`src/common/hbsfe_pkg.sv`:
```
// Constants and types shared by the host bus strobe front end.
package hbsfe_pkg;
  // ---------------------------------------------------------------
  // Synchronised pin vector layout
  // ---------------------------------------------------------------
  localparam int NPIN = 22;
  localparam int PIN_SHIFT = 0;
  localparam int PIN_RDRW = 1;
  localparam int PIN_WRDS = 2;
  localparam int PIN_SEL = 3;
  localparam int PIN_EDGE = 4;
  localparam int PIN_AD = 5;
  localparam int PIN_A = 13;
  localparam int PIN_HW = 18;
  localparam int PIN_STYLE = 19;
  localparam int PIN_MUX = 21;
  localparam logic [NPIN-1:0] PIN_IDLE = 22'h3F_FFFF;
  // ---------------------------------------------------------------
  // Bus widths and serial framing
  // ---------------------------------------------------------------
  localparam int DATA_W = 8;
  localparam int ADDR_W = 5;
  localparam int CMD_RW_BIT = 7;
  localparam logic [4:0] SER_CMD_LAST = 5'h07;
  localparam logic [4:0] SER_HALF = 5'h08;
  localparam logic [4:0] SER_LAST = 5'h0F;
  localparam logic [4:0] SER_BITS = 5'h10;
  localparam logic [4:0] SER_CNT_RST = 5'h00;
  localparam logic [15:0] SER_SHIFT_RST = 16'h0000;
  localparam logic [1:0] CFG_SETTLE = 2'h3;
  localparam logic [1:0] STY_PIN_SERIAL = 2'h0;
  localparam logic [1:0] STY_PIN_PAIR = 2'h1;
  localparam logic [DATA_W-1:0] DATA_RST = 8'h00;
  localparam logic [ADDR_W-1:0] ADDR_RST = 5'h00;
  typedef enum logic [1:0] {STYLE_SERIAL, STYLE_PAIR, STYLE_DS} hbsfe_style_t;
endpackage

```
`src/common/hbsfe_pin_if.sv`:
```
// Synchronised pin levels and edges passed from the sampler to the core.
`timescale 1ns/1ps
interface hbsfe_pin_if;
  import hbsfe_pkg::*;
  logic [NPIN-1:0] lvl;
  logic [NPIN-1:0] rise;
  logic [NPIN-1:0] fall;
  modport src(output lvl, output rise, output fall);
  modport dst(input lvl, input rise, input fall);
endinterface

```
`src/hw/hbsfe_pin_sync.sv`:
```
// Two-flop synchroniser and edge finder for every host pin.
`timescale 1ns/1ps
module hbsfe_pin_sync (
  input wire logic clock,
  input wire logic rst_n,
  input wire logic [hbsfe_pkg::NPIN-1:0] pins_raw,
  hbsfe_pin_if.src p
);
  import hbsfe_pkg::*;
  logic [NPIN-1:0] meta_reg;
  logic [NPIN-1:0] sync_reg;
  logic [NPIN-1:0] prev_reg;

  // Idle value is all ones so that no false rising edge appears after reset.
  always_ff @(posedge clock or negedge rst_n) begin
    if (!rst_n) begin
      meta_reg <= PIN_IDLE;
      sync_reg <= PIN_IDLE;
      prev_reg <= PIN_IDLE;
    end else begin
      meta_reg <= pins_raw;
      sync_reg <= meta_reg;
      prev_reg <= sync_reg;
    end
  end

  assign p.lvl = sync_reg;
  assign p.rise = sync_reg & ~prev_reg;
  assign p.fall = ~sync_reg & prev_reg;
endmodule // hbsfe_pin_sync

```
`src/hw/hbsfe_top.sv`:
```
// Host interface strobe front end: serial, strobe-pair and data-strobe.
// Notes on behaviour
// - Serial output launches on falling shift edge if edge select high, else rising.
// - Serial input is sampled on rising shift edges whatever the edge select.
// - Strobe-pair muxed: low five bus bits latched on latch strobe fall.
// - Data-strobe muxed: low five bus bits latched on address strobe fall.
// - Hardware control mode ignores shift/strobe and read/select pins completely.
// - Strobe-pair: write data captured on write strobe rising edge.
// - Data-strobe write: data captured on data strobe rising edge.
// - Serial write: output high impedance eight bits, then driven low eight.
`timescale 1ns/1ps
module hbsfe_top (
  input wire logic clock,
  input wire logic rst_n,
  input wire logic host_select_n,
  input wire logic shift_addr_strobe_n,
  input wire logic read_rw_select,
  input wire logic serial_in_data_strobe_n,
  input wire logic out_edge_select,
  input wire logic hw_control_mode,
  input wire logic [1:0] host_style,
  input wire logic addr_muxed,
  input wire logic [hbsfe_pkg::DATA_W-1:0] bus_in,
  output logic [hbsfe_pkg::DATA_W-1:0] bus_out,
  output logic bus_oe,
  input wire logic [hbsfe_pkg::ADDR_W-1:0] addr_in,
  output logic serial_out_line,
  output logic serial_out_oe,
  output logic [hbsfe_pkg::ADDR_W-1:0] reg_addr,
  output logic [hbsfe_pkg::DATA_W-1:0] reg_wdata,
  output logic reg_write,
  output logic reg_read,
  input wire logic [hbsfe_pkg::DATA_W-1:0] reg_rdata
);
  import hbsfe_pkg::*;

  // ---------------------------------------------------------------
  // Pin sampling
  // ---------------------------------------------------------------
  hbsfe_pin_if p ();
  wire [NPIN-1:0] pins_raw = {addr_muxed, host_style, hw_control_mode,
    addr_in, bus_in, out_edge_select, host_select_n,
    serial_in_data_strobe_n, read_rw_select, shift_addr_strobe_n};

  hbsfe_pin_sync u_sync (
    .clock(clock),
    .rst_n(rst_n),
    .pins_raw(pins_raw),
    .p(p)
  );

  function automatic hbsfe_style_t style_of(input logic [1:0] code);
    if (code == STY_PIN_SERIAL) begin
      return STYLE_SERIAL;
    end else if (code == STY_PIN_PAIR) begin
      return STYLE_PAIR;
    end
    return STYLE_DS;
  endfunction

  // ---------------------------------------------------------------
  // Static configuration
  // ---------------------------------------------------------------
  // Straps are taken once, after the synchroniser has settled, and never
  // again; changing them later has no effect until the next reset.
  logic [1:0] settle_reg;
  logic cfg_done_reg;
  logic hw_reg;
  logic mux_reg;
  hbsfe_style_t style_reg;
  wire cfg_load = !cfg_done_reg && (settle_reg == CFG_SETTLE);

  always_ff @(posedge clock or negedge rst_n) begin
    if (!rst_n) begin
      settle_reg <= 2'h0;
      cfg_done_reg <= 1'b0;
      hw_reg <= 1'b1;
      mux_reg <= 1'b0;
      style_reg <= STYLE_SERIAL;
    end else if (cfg_load) begin
      cfg_done_reg <= 1'b1;
      hw_reg <= p.lvl[PIN_HW];
      mux_reg <= p.lvl[PIN_MUX];
      style_reg <= style_of(p.lvl[PIN_STYLE +: 2]);
    end else if (!cfg_done_reg) begin
      settle_reg <= settle_reg + 2'h1;
    end
  end

  // ---------------------------------------------------------------
  // Event decode
  // ---------------------------------------------------------------
  wire is_serial = (style_reg == STYLE_SERIAL);
  wire is_pair = (style_reg == STYLE_PAIR);
  wire is_ds = (style_reg == STYLE_DS);
  wire is_par = is_pair || is_ds;
  // In hardware control mode every strobe is masked here.
  wire host_act = cfg_done_reg && !hw_reg && !p.lvl[PIN_SEL];
  wire [DATA_W-1:0] bus_s = p.lvl[PIN_AD +: DATA_W];
  wire [ADDR_W-1:0] apin_s = p.lvl[PIN_A +: ADDR_W];
  wire rw_s = p.lvl[PIN_RDRW];

  logic [4:0] bit_cnt_reg;
  logic [15:0] shift_reg;
  logic cmd_rw_reg;
  logic rise_d1_reg;

  wire ser_rise = host_act && is_serial && p.rise[PIN_SHIFT];
  wire [DATA_W-1:0] ser_word = {shift_reg[6:0], p.lvl[PIN_WRDS]};
  wire cmd_done = ser_rise && (bit_cnt_reg == SER_CMD_LAST);
  wire dat_done = ser_rise && (bit_cnt_reg == SER_LAST) && !cmd_rw_reg;

  // Multiplexed address phase uses the same pin fall in both styles.
  wire addr_latch = host_act && is_par && mux_reg &&
    p.fall[PIN_SHIFT];
  wire addr_pin_latch = host_act && is_par && !mux_reg &&
    (p.fall[PIN_WRDS] || (is_pair && p.fall[PIN_RDRW]));
  wire pair_rd = host_act && is_pair && p.fall[PIN_RDRW];
  wire pair_wr = host_act && is_pair && p.rise[PIN_WRDS];
  wire ds_rd = host_act && is_ds && p.fall[PIN_WRDS] && rw_s;
  wire ds_wr = host_act && is_ds && p.rise[PIN_WRDS] && !rw_s;
  wire rd_evt = (cmd_done && ser_word[CMD_RW_BIT]) || pair_rd || ds_rd;
  wire wr_evt = dat_done || pair_wr || ds_wr;

  wire [ADDR_W-1:0] addr_next = cmd_done ? ser_word[ADDR_W-1:0] :
    addr_latch ? bus_s[ADDR_W-1:0] :
    addr_pin_latch ? apin_s : reg_addr;
  wire [DATA_W-1:0] wdata_next = dat_done ? ser_word :
    (pair_wr || ds_wr) ? bus_s : reg_wdata;
  wire bus_oe_next = host_act && ((is_pair && !rw_s) ||
    (is_ds && rw_s && !p.lvl[PIN_WRDS]));

  // ---------------------------------------------------------------
  // Serial shifter
  // ---------------------------------------------------------------
  wire ser_data_ph = (bit_cnt_reg >= SER_HALF);
  wire ser_launch = p.lvl[PIN_EDGE] ? p.fall[PIN_SHIFT] :
    rise_d1_reg;
  wire [4:0] bit_cnt_next = !host_act ? SER_CNT_RST :
    (ser_rise && bit_cnt_reg != SER_BITS) ? bit_cnt_reg + 5'h01 :
    bit_cnt_reg;
  wire ser_on = host_act && is_serial;
  // Read data bits go out MSB first; the index is 15 minus the count.
  wire sdo_next = (!ser_on || !ser_data_ph || !cmd_rw_reg) ? 1'b0 :
    (ser_launch && bit_cnt_reg != SER_BITS) ?
    reg_rdata[~bit_cnt_reg[2:0]] : serial_out_line;
  wire sdo_oe_next = ser_on && ser_data_ph;

  always_ff @(posedge clock or negedge rst_n) begin
    if (!rst_n) begin
      bit_cnt_reg <= SER_CNT_RST;
      shift_reg <= SER_SHIFT_RST;
      cmd_rw_reg <= 1'b0;
      rise_d1_reg <= 1'b0;
    end else begin
      bit_cnt_reg <= bit_cnt_next;
      rise_d1_reg <= ser_rise;
      if (ser_rise) begin
        shift_reg <= {shift_reg[14:0], p.lvl[PIN_WRDS]};
      end
      if (cmd_done) begin
        cmd_rw_reg <= ser_word[CMD_RW_BIT];
      end
    end
  end

  // ---------------------------------------------------------------
  // Output registers
  // ---------------------------------------------------------------
  always_ff @(posedge clock or negedge rst_n) begin
    if (!rst_n) begin
      reg_addr <= ADDR_RST;
      reg_wdata <= DATA_RST;
      reg_write <= 1'b0;
      reg_read <= 1'b0;
      bus_out <= DATA_RST;
      bus_oe <= 1'b0;
      serial_out_line <= 1'b0;
      serial_out_oe <= 1'b0;
    end else begin
      reg_addr <= addr_next;
      reg_wdata <= wdata_next;
      reg_write <= wr_evt;
      reg_read <= rd_evt;
      bus_out <= reg_rdata;
      bus_oe <= bus_oe_next;
      serial_out_line <= sdo_next;
      serial_out_oe <= sdo_oe_next;
    end
  end
endmodule // hbsfe_top

```
`config.mk`:
```
export PLATFORM = sky130hd
export DESIGN_NAME = hbsfe_top
export DESIGN_NICKNAME = d
export VERILOG_FILES = /design/src/common/hbsfe_pkg.sv /design/src/common/hbsfe_pin_if.sv /design/src/hw/hbsfe_pin_sync.sv /design/src/hw/hbsfe_top.sv
export SDC_FILE = /design/constraint.sdc
export NUM_CORES = 1
export LEC_CHECK = 0
export BUFFER_PORTS_ARGS = -buffer_cell sky130_fd_sc_hd__buf_2
export CAP_MARGIN = 20
export CORE_ASPECT_RATIO = 0.7
export CORE_MARGIN = 2
export CORE_UTILIZATION = 30
export DETAILED_ROUTE_END_ITERATION = 7
export SYNTH_ARGS = -nofsm -noshare
export SYNTH_HDL_FRONTEND = slang
export SYNTH_HIERARCHICAL = 1
export SYNTH_SLANG_ARGS = --single-unit
```
`constraint.sdc`:
```
create_clock -name clock -period 3 [get_ports clock]
set_clock_uncertainty 0.05 [all_clocks]
set_input_delay 0.3 -clock clock [delete_from_list [all_inputs] [get_ports clock]]
set_output_delay 0.3 -clock clock [all_outputs]
set_load 0.005 [all_outputs]
```
==> flow_summary.json <==
{
  "tns_ns": 0,
  "fin_cells": 467,
  "timing.final.hold_violations": 0,
  "drt_iter0_drc": 110,
  "worst_slew_pin_slew_ns": 0.9527,
  "hpwl_um": 4568,
  "reg2reg_to": "reg_wdata[0]",
  "maxCapViolations": 0,
  "initial_utilization_pct": 30.96,
  "postCtsHoldBufs": 21,
  "grt_max_degree": 81,
  "vias": 2022,
  "end_kind": "flop",
  "die_h_um": 93.51,
  "ff2ff_path_depth": 7,
  "cts.htree.levels": 3,
  "die_w_um": 131.9,
  "wl_per_cell_um": 14.06,
  "drtPass1Iterations": 4,
  "fmax_ghz": 0.4056,
  "finalCritPeriodShare_pct": 82.17,
  "holdWs_ns": 0.03414,
  "n_fill_cell": 1035,
  "clkTransAtPathRegs_ns": 0.06,
  "synth_fp_nets": 260,
  "clk_latency_ns": 0.34,
  "hold_path.class": "in -> reg",
  "synth_area_per_cell_um2": 15.54,
  "cts-resized-gates": 0,
  "period_minus_slack_ns": 2.465,
  "insertedDiodeCount": 0,
  "dieArea_um2": 12330,
  "setup-violations-final": 0,
  "grt_pass1_vias": 2046,
  "overflow": 0,
  "hp-start": "reg_rdata[2]",
  "io_buffers": 57,
  "slew_viol_final": 0,
  "clock_path_buffers": 2,
  "status": "finished clean",
  "fin_util_pct": 39.86,
  "antenna_left": 0,
  "grt_first_pass_wirelength_um": 11050,
  "worstSetupPathType": "reg -> reg",
  "crit_fanout": 9,
  "clock_sinks": 94,
  "cts-root-buf": "clkbuf_16",
  "yosysWarningCount": 6,
  "cp-start-kind": "flop",
  "leakage_nw": 1.909,
  "cp.arrival_ns": 2.64,
  "cts_setup_buffers": 0,
  "via_per_inst": 4.330,
  "cp_data_required_time_ns": 3.17,
  "boundaryPins": 58,
  "fin_nets": 348,
  "rsz0062_at_grt": "no",
  "relSlewSlack_pct": 36.49,
  "core_area_um2": 11090,
  "place.gp.congestion": 0.7826,
  "netlist_instances": 221,
  "r2r_slack_ns": 0.53,
  "rows": 32,
  "syn-cell-area_um2": 3433,
  "areaGrowthSynthToFinish_pct": 28.75,
  "grt.total_usage_pct": 11.83,
  "power_density_nw_per_um2": 621.1,
  "post-place-cells": 429,
  "drive_gt1_share_pct": 51.59,
  "total_power_w": 0.002746,
  "antenna_found_initial": 0,
  "cts_tree": "built",
  "wirelength_um": 6564,
  "worstHoldEndpoint": "bus_out[2]",
  "min_path_cells": 1,
  "peakVddDrop_mv": 0.2889,
  "rr_startpoint": "style_reg[0]",
  "drc": 0,
  "cts_buffers": 9
}
area by class of cell:
cell class	count	area, um2	area share, %
repair buffers	82	530.5	12.00
multi-input cells	114	964.7	21.82
clock buffers	10	250.2	5.661
clock inverters	6	41.29	0.9341
inverters	8	30.03	0.6793
flip-flops and latches	94	2412	54.57
well taps	153	191.4	4.331
cell usage in the layout (no fill, tap or decap), types with 2 or more instances in the layout:
master,instances
nand3_1,7
dfstp_2,48
nor2_1,5
dfrtp_1,46
a221o_1,5
nor3_1,2
clkinv_2,3
mux2i_1,3
or3_1,3
clkbuf_16,10
buf_4,4
o211ai_1,3
nor2b_1,2
inv_1,8
mux2_2,28
inv_6,2
o21ai_0,8
nand2_1,3
and2b_2,5
ha_1,7
dlygate4sd3_1,22
a31oi_1,2
buf_2,56
nand3b_1,7
a21oi_1,8
critical path: stages (launching register included):
cell and delay, ns:
dfrtp_1 0.39, inv_1 0.11, ha_1 0.18, nand2_1 0.25, nor4b_4 0.32, buf_4 0.23, o21bai_1 0.40, mux2_2 0.42
per-layer routing:
| metal | vias to the layer above | share of wire [%] | GRT usage, % |
|---|---|---|---|
| met2 | 58 | 41 | 15.80 |
| met1 | 1002 | 51 | 16.85 |
| met3 | 8 | 7.2 | 5.366 |
| li1 | 954 | - | - |
| met4 | 0 | 1.4 | 3.804 |
| met5 | - | 0 | 0 |
stage by stage:
stage / area (um2) / setup WS, ns
floorplan: 3433 / 0.8492
global placement: 3909 / 0.6589
detailed placement: 3909 / 0.5405
CTS: 4410 / 0.5311
global route: 4420 / 0.3743
finish: 4420 / 0.5348
worst max path at each step:
stage	from	endpoint	slack, ns
after floorplan	u_sync/p.lvl[0]	reg_wdata[0]	0.85
after global placement	bit_cnt_reg[0]	reg_wdata[6]	0.66
after detailed placement	bit_cnt_reg[0]	reg_wdata[0]	0.54
after CTS	bit_cnt_reg[0]	reg_wdata[0]	0.53
after global routing	bit_cnt_reg[0]	reg_wdata[0]	0.37
final	style_reg[0]	reg_wdata[0]	0.53
report_power, final:
| part | internal [W] | switching (W) | leakage, nW |
|---|---|---|---|
| combinational | 0.000124 | 0.0000957 | 0.672 |
| clock | 0.000614 | 0.000475 | 0.148 |
| sequential | 0.00138 | 0.0000522 | 1.09 |
Power figures use the tool's default switching activity.
